===== src/logic/input_path_pkg.sv =====
// constants and types shared by the converter input path control block
package input_path_pkg;
  localparam int ADDR_W = 8;
  localparam logic [7:0] OFS_MUX = 8'h00;
  localparam logic [7:0] OFS_EXCITE = 8'h04;
  localparam logic [7:0] OFS_PATH = 8'h08;
  localparam logic [7:0] OFS_CONV = 8'h0C;
  localparam logic [7:0] OFS_RESULT = 8'h10;
  localparam logic [7:0] OFS_STATUS = 8'h14;
  localparam logic [7:0] OFS_MOD_DATA = 8'h18;
  // mux codes: 0..9 analog inputs, 10 = supply rail (positive) / ground rail (negative)
  localparam logic [3:0] MUX_LAST_PIN = 4'h9;
  localparam logic [3:0] MUX_RAIL = 4'hA;
  localparam logic [3:0] BIAS_LAST_PIN = 4'h7;
  localparam logic [3:0] IDAC_LAST_PIN = 4'h9;
  localparam logic [2:0] GAIN_DIG_MAX = 3'h2;
  localparam logic [1:0] RESP_OKAY = 2'h0;
  localparam logic [1:0] RESP_SLVERR = 2'h2;
  localparam int MOD_W = 32;
  localparam int RES_W = 24;
  // conversion timing at 250 MHz
  localparam int CLK_MHZ = 250;
  localparam int CONT_RATE_SPS = 1920;
  localparam int SINGLE_RATE_SPS = 480;
  localparam int FIR_SETTLE_MS = 16;
  localparam int CONT_CYCLES = (CLK_MHZ * 1000000 + CONT_RATE_SPS - 1) / CONT_RATE_SPS;
  localparam int SINGLE_CYCLES = (CLK_MHZ * 1000000 + SINGLE_RATE_SPS - 1) / SINGLE_RATE_SPS;
  localparam int FIR_CYCLES = FIR_SETTLE_MS * CLK_MHZ * 1000;
  // with the external clock, lengths are counted in pin periods at the nominal pin frequency
  localparam int EXT_CLK_HZ = 2457600;
  localparam int CONT_EDGES = EXT_CLK_HZ / CONT_RATE_SPS;
  localparam int SINGLE_EDGES = EXT_CLK_HZ / SINGLE_RATE_SPS;
  localparam int FIR_EDGES = (FIR_SETTLE_MS * EXT_CLK_HZ + 999) / 1000;
  typedef enum logic [1:0] {
    PATH_BYPASS = 2'b00,
    PATH_BUFFERED = 2'b01,
    PATH_AMPLIFIER = 2'b10
  } path_type;
  typedef enum logic [1:0] {
    CONV_IDLE = 2'b00,
    CONV_RUN = 2'b01
  } conv_state_type;
endpackage : input_path_pkg


===== src/logic/input_path_control.sv =====
// converter input path control with axi4-lite registers
//
// The placing of the registers and register access over AXI4-Lite were decided locally.
`timescale 1ns/1ps
`default_nettype none
// Notes on behaviour
// positive input selects any of ten pins or the supply rail.
// negative input selects any of ten pins or the ground rail.
// inputs zero and one feed reference pair zero when chosen.
// each current source routes to any one of ten pins.
// bias voltage routes only to inputs zero to seven.
// excitation current level has sixteen settings.
// auxiliary sink and source switch on for broken-wire detection.
// one field selects bypass, buffered or amplifier path.
// bypass disables buffers and amplifier.
// buffered enables buffers, amplifier off.
// amplifier mode enables amplifier, buffers off.
// amplifier gains one to one hundred twenty-eight, doubling.
// bypass and buffered offer digital gain two and four.
// digital gain four or more is four; result cut 32 to 24 bits.
// external clock select takes the conversion clock from pin zero.
// continuous up to 1920 sps, single-cycle up to 480 sps.
// single-cycle settles in one cycle; fir result within 16 ms.
// host supplies serial clock for each command; here commands arrive over AXI4-Lite, clocked by aclk.
// path, mux and gain changes apply at next conversion start.
module input_path_control
  import input_path_pkg::*;
(
  input wire logic aclk,
  input wire logic aresetn,
  input wire logic [ADDR_W-1:0] s_axi_awaddr,
  input wire logic s_axi_awvalid,
  output logic s_axi_awready,
  input wire logic [31:0] s_axi_wdata,
  input wire logic [3:0] s_axi_wstrb,
  input wire logic s_axi_wvalid,
  output logic s_axi_wready,
  output logic [1:0] s_axi_bresp,
  output logic s_axi_bvalid,
  input wire logic s_axi_bready,
  input wire logic [ADDR_W-1:0] s_axi_araddr,
  input wire logic s_axi_arvalid,
  output logic s_axi_arready,
  output logic [31:0] s_axi_rdata,
  output logic [1:0] s_axi_rresp,
  output logic s_axi_rvalid,
  input wire logic s_axi_rready,
  input wire logic general_pin_zero_clock_in,
  output logic [10:0] pos_input_sel_q,
  output logic [10:0] neg_input_sel_q,
  output logic reference_zero_en_q,
  output logic [9:0] excitation_current_source_zero_route_q,
  output logic [9:0] excitation_current_source_one_route_q,
  output logic [3:0] excitation_level_q,
  output logic [7:0] bias_voltage_source_route_q,
  output logic wire_sink_en_q,
  output logic wire_source_en_q,
  output logic input_buffer_en_q,
  output logic programmable_gain_amplifier_en_q,
  output logic [2:0] amp_gain_q,
  output logic external_clock_select_q,
  output logic conv_busy_q,
  output logic conv_done_q
);
  // software-visible control registers
  logic [3:0] mux_pos_q, mux_neg_q;
  logic ref0_sel_q;
  logic [3:0] cur0_pin_q, cur1_pin_q, level_q;
  logic cur0_on_q, cur1_on_q;
  logic [7:0] bias_q;
  logic sink_q, source_q;
  logic [1:0] path_q;
  logic [2:0] gain_q;
  logic ext_clk_q, single_q, fir_q, start_q;
  logic [MOD_W-1:0] mod_data_q;
  logic [RES_W-1:0] result_q;
  // settings latched at conversion start
  logic [1:0] act_path_q;
  logic [2:0] act_gain_q;
  logic [3:0] act_pos_q, act_neg_q;
  conv_state_type conv_state_q;
  logic [31:0] conv_cnt_q;
  logic [2:0] ext_sync_q;
  logic ext_rise;
  // axi channel state
  logic aw_held_q, w_held_q;
  logic [ADDR_W-1:0] aw_addr_q;
  logic [31:0] w_data_q;
  logic [3:0] w_strb_q;
  logic wr_go;

  function automatic logic [10:0] onehot11(input logic [3:0] code);
    onehot11 = 11'h000;
    if (code <= MUX_RAIL) begin
      onehot11[code] = 1'b1;
    end
  endfunction : onehot11

  function automatic logic [31:0] merge(input logic [31:0] old, input logic [31:0] nw,
                                        input logic [3:0] strb);
    for (int i = 0; i < 4; i++) begin
      merge[i*8 +: 8] = strb[i] ? nw[i*8 +: 8] : old[i*8 +: 8];
    end
  endfunction : merge

  // write address/data taken independently, response after both
  assign wr_go = aw_held_q && w_held_q && !s_axi_bvalid;

  always_ff @(posedge aclk) begin
    if (!aresetn) begin
      aw_held_q <= 1'b0;
      aw_addr_q <= '0;
      s_axi_awready <= 1'b0;
    end else begin
      s_axi_awready <= !aw_held_q && !s_axi_awready;
      if (s_axi_awvalid && s_axi_awready) begin
        aw_held_q <= 1'b1;
        aw_addr_q <= s_axi_awaddr;
        s_axi_awready <= 1'b0;
      end else if (wr_go) begin
        aw_held_q <= 1'b0;
      end
    end
  end

  always_ff @(posedge aclk) begin
    if (!aresetn) begin
      w_held_q <= 1'b0;
      w_data_q <= '0;
      w_strb_q <= '0;
      s_axi_wready <= 1'b0;
    end else begin
      s_axi_wready <= !w_held_q && !s_axi_wready;
      if (s_axi_wvalid && s_axi_wready) begin
        w_held_q <= 1'b1;
        w_data_q <= s_axi_wdata;
        w_strb_q <= s_axi_wstrb;
        s_axi_wready <= 1'b0;
      end else if (wr_go) begin
        w_held_q <= 1'b0;
      end
    end
  end

  always_ff @(posedge aclk) begin
    if (!aresetn) begin
      s_axi_bvalid <= 1'b0;
      s_axi_bresp <= RESP_OKAY;
    end else if (wr_go) begin
      s_axi_bvalid <= 1'b1;
      s_axi_bresp <= (aw_addr_q == OFS_MUX || aw_addr_q == OFS_EXCITE || aw_addr_q == OFS_PATH
                      || aw_addr_q == OFS_CONV || aw_addr_q == OFS_MOD_DATA) ? RESP_OKAY
                      : RESP_SLVERR;
    end else if (s_axi_bready) begin
      s_axi_bvalid <= 1'b0;
    end
  end

  // register writes; out-of-range codes are refused so illegal routes never appear
  always_ff @(posedge aclk) begin
    logic [31:0] v;
    v = '0;
    if (!aresetn) begin
      mux_pos_q <= '0;
      mux_neg_q <= MUX_RAIL;
      ref0_sel_q <= 1'b0;
      {cur1_pin_q, cur0_pin_q} <= '0;
      {cur1_on_q, cur0_on_q} <= '0;
      level_q <= '0;
      bias_q <= '0;
      {source_q, sink_q} <= '0;
      path_q <= PATH_BYPASS;
      gain_q <= '0;
      {fir_q, single_q, ext_clk_q, start_q} <= '0;
      mod_data_q <= '0;
    end else begin
      start_q <= 1'b0;
      if (wr_go) begin
        unique case (aw_addr_q)
          OFS_MUX: begin
            v = merge({19'h0, ref0_sel_q, 4'h0, mux_neg_q, mux_pos_q}, w_data_q, w_strb_q);
            if (v[3:0] <= MUX_RAIL) mux_pos_q <= v[3:0];
            if (v[7:4] <= MUX_RAIL) mux_neg_q <= v[7:4];
            ref0_sel_q <= v[12];
          end
          OFS_EXCITE: begin
            v = merge({8'h0, source_q, sink_q, bias_q, level_q, cur1_on_q, cur0_on_q,
                       cur1_pin_q, cur0_pin_q}, w_data_q, w_strb_q);
            if (v[3:0] <= IDAC_LAST_PIN) cur0_pin_q <= v[3:0];
            if (v[7:4] <= IDAC_LAST_PIN) cur1_pin_q <= v[7:4];
            {cur1_on_q, cur0_on_q} <= v[9:8];
            level_q <= v[13:10];
            bias_q <= v[21:14];
            {source_q, sink_q} <= v[23:22];
          end
          OFS_PATH: begin
            v = merge({27'h0, gain_q, path_q}, w_data_q, w_strb_q);
            if (v[1:0] != 2'b11) path_q <= v[1:0];
            gain_q <= v[4:2];
          end
          OFS_CONV: begin
            v = merge({29'h0, fir_q, single_q, ext_clk_q}, w_data_q, w_strb_q);
            {fir_q, single_q, ext_clk_q} <= v[2:0];
            start_q <= v[3];
          end
          OFS_MOD_DATA: mod_data_q <= merge(mod_data_q, w_data_q, w_strb_q);
          default: ;
        endcase
      end
    end
  end

  // external clock pin: three flops, rising edge when the second is high and the third still low
  always_ff @(posedge aclk) begin
    if (!aresetn) begin
      ext_sync_q <= '0;
    end else begin
      ext_sync_q <= {ext_sync_q[1:0], general_pin_zero_clock_in};
    end
  end
  assign ext_rise = ext_sync_q[1] && !ext_sync_q[2];

  // conversion sequencer: settings captured only at start
  always_ff @(posedge aclk) begin
    if (!aresetn) begin
      conv_state_q <= CONV_IDLE;
      conv_cnt_q <= '0;
      act_path_q <= PATH_BYPASS;
      {act_gain_q, act_pos_q} <= '0;
      act_neg_q <= MUX_RAIL;
      {conv_done_q, conv_busy_q} <= '0;
      result_q <= '0;
    end else begin
      conv_done_q <= 1'b0;
      unique case (conv_state_q)
        CONV_IDLE: begin
          if (start_q || (!single_q && conv_busy_q)) begin
            conv_state_q <= CONV_RUN;
            act_path_q <= path_q;
            act_gain_q <= gain_q;
            act_pos_q <= mux_pos_q;
            act_neg_q <= mux_neg_q;
            conv_busy_q <= 1'b1;
            // one settled cycle per conversion; fir bounded by its settle time
            // pin counts assume the nominal pin frequency, so a slower pin stretches them
            conv_cnt_q <= ext_clk_q ? (fir_q ? 32'(FIR_EDGES) : single_q ? 32'(SINGLE_EDGES)
                                       : 32'(CONT_EDGES))
                        : fir_q ? 32'(FIR_CYCLES)
                        : single_q ? 32'(SINGLE_CYCLES) : 32'(CONT_CYCLES);
          end
        end
        CONV_RUN: begin
          // with external clock, the countdown follows the pin so rate scales
          if (!ext_clk_q || ext_rise) begin
            conv_cnt_q <= conv_cnt_q - 32'd1;
          end
          if (conv_cnt_q <= 32'd1 && (!ext_clk_q || ext_rise)) begin
            conv_state_q <= CONV_IDLE;
            conv_done_q <= 1'b1;
            conv_busy_q <= !single_q;
            if (act_path_q == PATH_AMPLIFIER) begin
              result_q <= mod_data_q[MOD_W-1 -: RES_W];
            end else if (act_gain_q >= GAIN_DIG_MAX) begin
              result_q <= mod_data_q[MOD_W-3 -: RES_W];
            end else if (act_gain_q == 3'h1) begin
              result_q <= mod_data_q[MOD_W-2 -: RES_W];
            end else begin
              result_q <= mod_data_q[MOD_W-1 -: RES_W];
            end
          end
        end
        default: conv_state_q <= CONV_IDLE;
      endcase
    end
  end

  // analog control outputs, driven from the settings in force
  always_ff @(posedge aclk) begin
    if (!aresetn) begin
      {pos_input_sel_q, neg_input_sel_q} <= '0;
      reference_zero_en_q <= 1'b0;
      {excitation_current_source_zero_route_q, excitation_current_source_one_route_q} <= '0;
      excitation_level_q <= '0;
      bias_voltage_source_route_q <= '0;
      {wire_sink_en_q, wire_source_en_q} <= '0;
      {input_buffer_en_q, programmable_gain_amplifier_en_q} <= '0;
      {amp_gain_q, external_clock_select_q} <= '0;
    end else begin
      pos_input_sel_q <= onehot11(act_pos_q);
      neg_input_sel_q <= onehot11(act_neg_q);
      reference_zero_en_q <= ref0_sel_q;
      excitation_current_source_zero_route_q <= cur0_on_q ? 10'(onehot11(cur0_pin_q)) : '0;
      excitation_current_source_one_route_q <= cur1_on_q ? 10'(onehot11(cur1_pin_q)) : '0;
      excitation_level_q <= level_q;
      bias_voltage_source_route_q <= bias_q;
      wire_sink_en_q <= sink_q;
      wire_source_en_q <= source_q;
      input_buffer_en_q <= (act_path_q == PATH_BUFFERED);
      programmable_gain_amplifier_en_q <= (act_path_q == PATH_AMPLIFIER);
      amp_gain_q <= act_gain_q;
      external_clock_select_q <= ext_clk_q;
    end
  end

  // read channel: one outstanding read
  always_ff @(posedge aclk) begin
    if (!aresetn) begin
      s_axi_arready <= 1'b0;
      s_axi_rvalid <= 1'b0;
      s_axi_rdata <= '0;
      s_axi_rresp <= RESP_OKAY;
    end else begin
      s_axi_arready <= !s_axi_rvalid && !s_axi_arready;
      if (s_axi_arvalid && s_axi_arready) begin
        s_axi_arready <= 1'b0;
        s_axi_rvalid <= 1'b1;
        s_axi_rresp <= RESP_OKAY;
        unique case (s_axi_araddr)
          OFS_MUX: s_axi_rdata <= {19'h0, ref0_sel_q, 4'h0, mux_neg_q, mux_pos_q};
          OFS_EXCITE: s_axi_rdata <= {8'h0, source_q, sink_q, bias_q, level_q, cur1_on_q,
                                      cur0_on_q, cur1_pin_q, cur0_pin_q};
          OFS_PATH: s_axi_rdata <= {27'h0, gain_q, path_q};
          OFS_CONV: s_axi_rdata <= {29'h0, fir_q, single_q, ext_clk_q};
          OFS_RESULT: s_axi_rdata <= {8'h0, result_q};
          OFS_STATUS: s_axi_rdata <= {26'h0, act_gain_q, conv_state_q == CONV_RUN,
                                      conv_busy_q, 1'b0};
          OFS_MOD_DATA: s_axi_rdata <= mod_data_q;
          default: begin
            s_axi_rdata <= '0;
            s_axi_rresp <= RESP_SLVERR;
          end
        endcase
      end else if (s_axi_rready) begin
        s_axi_rvalid <= 1'b0;
      end
    end
  end
endmodule : input_path_control
`default_nettype wire


===== config.mk =====
export PLATFORM = sky130hd
export DESIGN_NAME = input_path_control
export DESIGN_NICKNAME = d
export VERILOG_FILES = /design/src/logic/input_path_pkg.sv /design/src/logic/input_path_control.sv
export SDC_FILE = /design/constraint.sdc
export NUM_CORES = 1
export LEC_CHECK = 0
export BUFFER_PORTS_ARGS = -buffer_cell sky130_fd_sc_hd__buf_4
export CAP_MARGIN = 10
export CORE_MARGIN = 2
export CORE_UTILIZATION = 43
export CTS_CLUSTER_DIAMETER = 80
export DETAILED_ROUTE_END_ITERATION = 10
export PLACE_DENSITY = 0.62
export SETUP_SLACK_MARGIN = 0.4
export SLEW_MARGIN = 25
export SYNTH_ARGS = -nofsm -noshare
export SYNTH_HDL_FRONTEND = slang
export SYNTH_SLANG_ARGS = --single-unit

===== constraint.sdc =====
create_clock -name aclk -period 7.55 [get_ports aclk]
set_clock_uncertainty 0.2 [all_clocks]
set_input_delay 0.3775 -clock aclk [delete_from_list [all_inputs] [get_ports aclk]]
set_output_delay 0.3775 -clock aclk [all_outputs]
set_load 0.02 [all_outputs]

==> impl_metrics.tcl <==
set metrics [dict create \
    wl_per_cell_um 17.1 \
    worst-setup-path-type "reg -> reg" \
    crit_path_start_kind "register" \
    cp.required_ps 7750 \
    diodes 0 \
    synth_top_area_share 0.484 \
    rsz0062_at_grt "no" \
    slew_headroom 0.363 \
    end_kind "register" \
    cts_sinks 297 \
    routed_via_density 5.46 \
    dieArea_sq_um 29900 \
    yosys_warnings 0 \
    num_vias 10900 \
    io_buffer_count 163 \
    design_area_sq_um 15300 \
    root_buffer "clkbuf_16" \
    clock_latency_ps 560 \
    holdPathEnd "s_axi_rresp[1]$_SDFFE_PN0P_" \
    reg2reg_slack_ps 4630 \
    place_area_sq_um 13600 \
    cp_max_fo 16 \
    synth_edf_count 0 \
    drt_pre_antenna_iters 5 \
    ys.flop_type "dfxtp_1" \
    finalHoldViolations 0 \
    fmax_mhz 342 \
    hp-class "in -> reg" \
    crit_family "simple AND/OR/NAND/NOR gates" \
    powerDensity_nw_per_um2 282 \
    io_pins 166 \
    core_area_sq_um 27900 \
    grt_usage 0.219 \
    setup_viol 0 \
    syn_avg_cell_area_sq_um 8.49 \
    fillCellCount 2603 \
    grt_max_degree 84 \
    hold_start "s_axi_araddr[1]" \
    ys_async_sr_fraction 0 \
    drive_above_1_share 0.158 \
    worst-path-buf-inv 0 \
    synth_seq_cells 297 \
    crit_path_top_delay_cell "nor4_2" \
    regArea_sq_um 5950 \
    netlist_top_cells_area "dfxtp_1 (48%), nand2_1 (7.0%), mux2i_1 (4.8%)" \
    p_leak_nw 5.74 \
    syn-cell-area_sq_um 12300 \
    nets 1659 \
    fin_setup_tns_ps 0 \
    crit_chain "or4_1 > nor4_2 > and2_0 > o21ai_0" \
    min_period_ps 2920 \
    max_stage_delay_ps 710 \
    ys_seq_area_frac 0.484 \
    status "finished, final reports clean" \
    post-route-period-util 0.387 \
    numCtsBuffers 31 \
    cts_tree "yes" \
    initial_core_util 0.440 \
    reg2reg_from "aw_addr_q[7]$_SDFFE_PN0P_" \
    die_y_um 173 \
    routed_wl_um 34200 \
    drc 0 \
    cts.reportedPaths.clkPinSlew_ps 60 \
    grt_pass1_vias 9887 \
    multi_input_area_sq_um 5830 \
    rows 61 \
    yosysTopAreaCell "dfxtp_1" \
    synth_cells 1446 \
    ys_types 66 \
    finalMaxSlewViolations 0 \
    place_congestion 0.819 \
    post-cts-setup-buffers 0 \
    ant_nets 0 \
    tightest_slew_ps 952 \
    area.growth.synth_to_final_pct 24.7 \
    r2r_cells 4 \
    drt_first_iter_violations 1019 \
    peakVddDrop_mv 0.165 \
    clockBufferDepth 3 \
    h-tree-depth 1 \
    holdPathStages 5 \
    dpl.hpwl_um 23200 \
    gr-total-overflow 0 \
    die_x_um 173 \
    grt_pass1_wl_um 54500 \
    antenna_found_initial 0 \
    arrival_ps 3120 \
    max_cap_violations 0 \
    r2r_end "mod_data_q[21]$_SDFFE_PN0P_" \
]
registers in the layout, indices dropped and copies added (netlist names), 8 cells and up:
register / count
mod_data_q: 32
aw_addr_q: 8
w_data_q: 32
bias_q: 8
s_axi_rdata: 32
excitation_current_source_one_route_q: 10
result_q: 24
pos_input_sel_q: 11
excitation_current_source_zero_route_q: 10
conv_cnt_q: 32
neg_input_sel_q: 11
bias_voltage_source_route_q: 8
logic make-up after synthesis:
family,Yosys count,synth area share
simple gates,593,0.230
compound gates,342,0.177
flops,297,0.484
buf+inv,132,0.0418
mux,65,0.0545
xor+xnor,11,0.00785
fa+ha+maj,5,0.00510
other cells,1,0.000305
cell type report:
| type | instances | area share |
|---|---|---|
| repair buffers | 231 | 0.122 |
| well taps | 378 | 0.0309 |
| clock buffers | 41 | 0.0577 |
| inverters | 15 | 0.00384 |
| flip-flops and latches | 297 | 0.388 |
| multi-input cells | 1018 | 0.381 |
| clock inverters | 16 | 0.0158 |
report_power, final:
group          total, W  internal [W]  switching [W]  leakage [nW]
clock network   0.00166       0.00102       0.000632         0.549
logic          0.000914      0.000374       0.000540          2.79
registers       0.00175       0.00165      0.0000966          2.40
total           0.00432       0.00305        0.00127          5.74
synthesized netlist by cell type (11+ instances only):
library cell	n
nor2_1	90
and2_1	28
a211oi_1	21
o221ai_1	25
or4_1	13
mux2i_1	59
dfxtp_1	297
nand3_1	108
nor3_1	40
nand2b_1	13
nand2_1	230
clkbuf_1	98
inv_1	15
o22a_1	26
a21oi_1	117
o21ai_0	87
or2_2	11
a22o_1	25
through the flow:
stage	hold slack (ps)	setup WS (ps)	std cells	power [W]	utilization
2_1_floorplan	203	5100	1447	0.00244	-
3_3_place_gp	218	4420	1884	0.00265	0.488
3_5_place_dp	222	4360	1884	0.00266	0.488
4_1_cts	7.25	4610	1996	0.00434	0.548
5_1_grt	47.0	4390	1996	0.00454	0.548
6_report	31.1	4630	1996	0.00432	0.548
worst min-delay path, delay by kind of cell:
kind	cells	cell delay (ps)
AND/OR/NAND/NOR	3	220
buffers and inverters	1	90
AO/OA/AOI/OAI	1	50
metal layers:
| layer | up-vias | track usage | wire [um] |
|---|---|---|---|
| met5 | - | 0 | 0 |
| met4 | 0 | 0.0505 | 594 |
| met3 | 42 | 0.0347 | 2380 |
| met2 | 357 | 0.307 | 13700 |
| met1 | 5079 | 0.346 | 17500 |
| li1 | 5416 | - | - |
what timing repair did:
item	4_1_cts	5_1_grt
hold endpoints to repair	47	0
gates resized for setup	0	0
hold buffers	55	0
placed cells by master, fill, tap and decap left out, drive strengths merged, types with 10 or more instances in the layout:
| master | count |
|---|---|
| clkbuf | 41 |
| nand2b | 13 |
| or4 | 14 |
| mux2i | 59 |
| o221ai | 25 |
| a21oi | 117 |
| o21ai | 88 |
| buf | 176 |
| or2 | 12 |
| nor4 | 10 |
| and2 | 30 |
| nand3 | 108 |
| nand2 | 230 |
| or3 | 10 |
| a22o | 25 |
| dfxtp | 297 |
| o22a | 26 |
| nor3 | 41 |
| a211oi | 21 |
| dlygate4sd3 | 55 |
| nor2 | 90 |
| inv | 16 |
how the worst max path moves through the flow:
stage / from / end / slack (ps) / depth (start not counted)
6_report: aw_addr_q[7]$_SDFFE_PN0P_ / mod_data_q[21]$_SDFFE_PN0P_ / 4630 / 4
3_3_place_gp: s_axi_araddr[5] / s_axi_rdata[25]$_SDFFE_PN0P_ / 4420 / 6
5_1_grt: aw_addr_q[7]$_SDFFE_PN0P_ / mod_data_q[28]$_SDFFE_PN0P_ / 4390 / 4
4_1_cts: aw_addr_q[7]$_SDFFE_PN0P_ / mod_data_q[28]$_SDFFE_PN0P_ / 4610 / 5
3_5_place_dp: s_axi_araddr[5] / s_axi_rdata[27]$_SDFFE_PN0P_ / 4360 / 6
2_1_floorplan: aw_addr_q[7]$_SDFFE_PN0P_ / fir_q$_SDFFE_PN0P_ / 5100 / 7
Note: power is estimated with default switching activity, not from simulation.
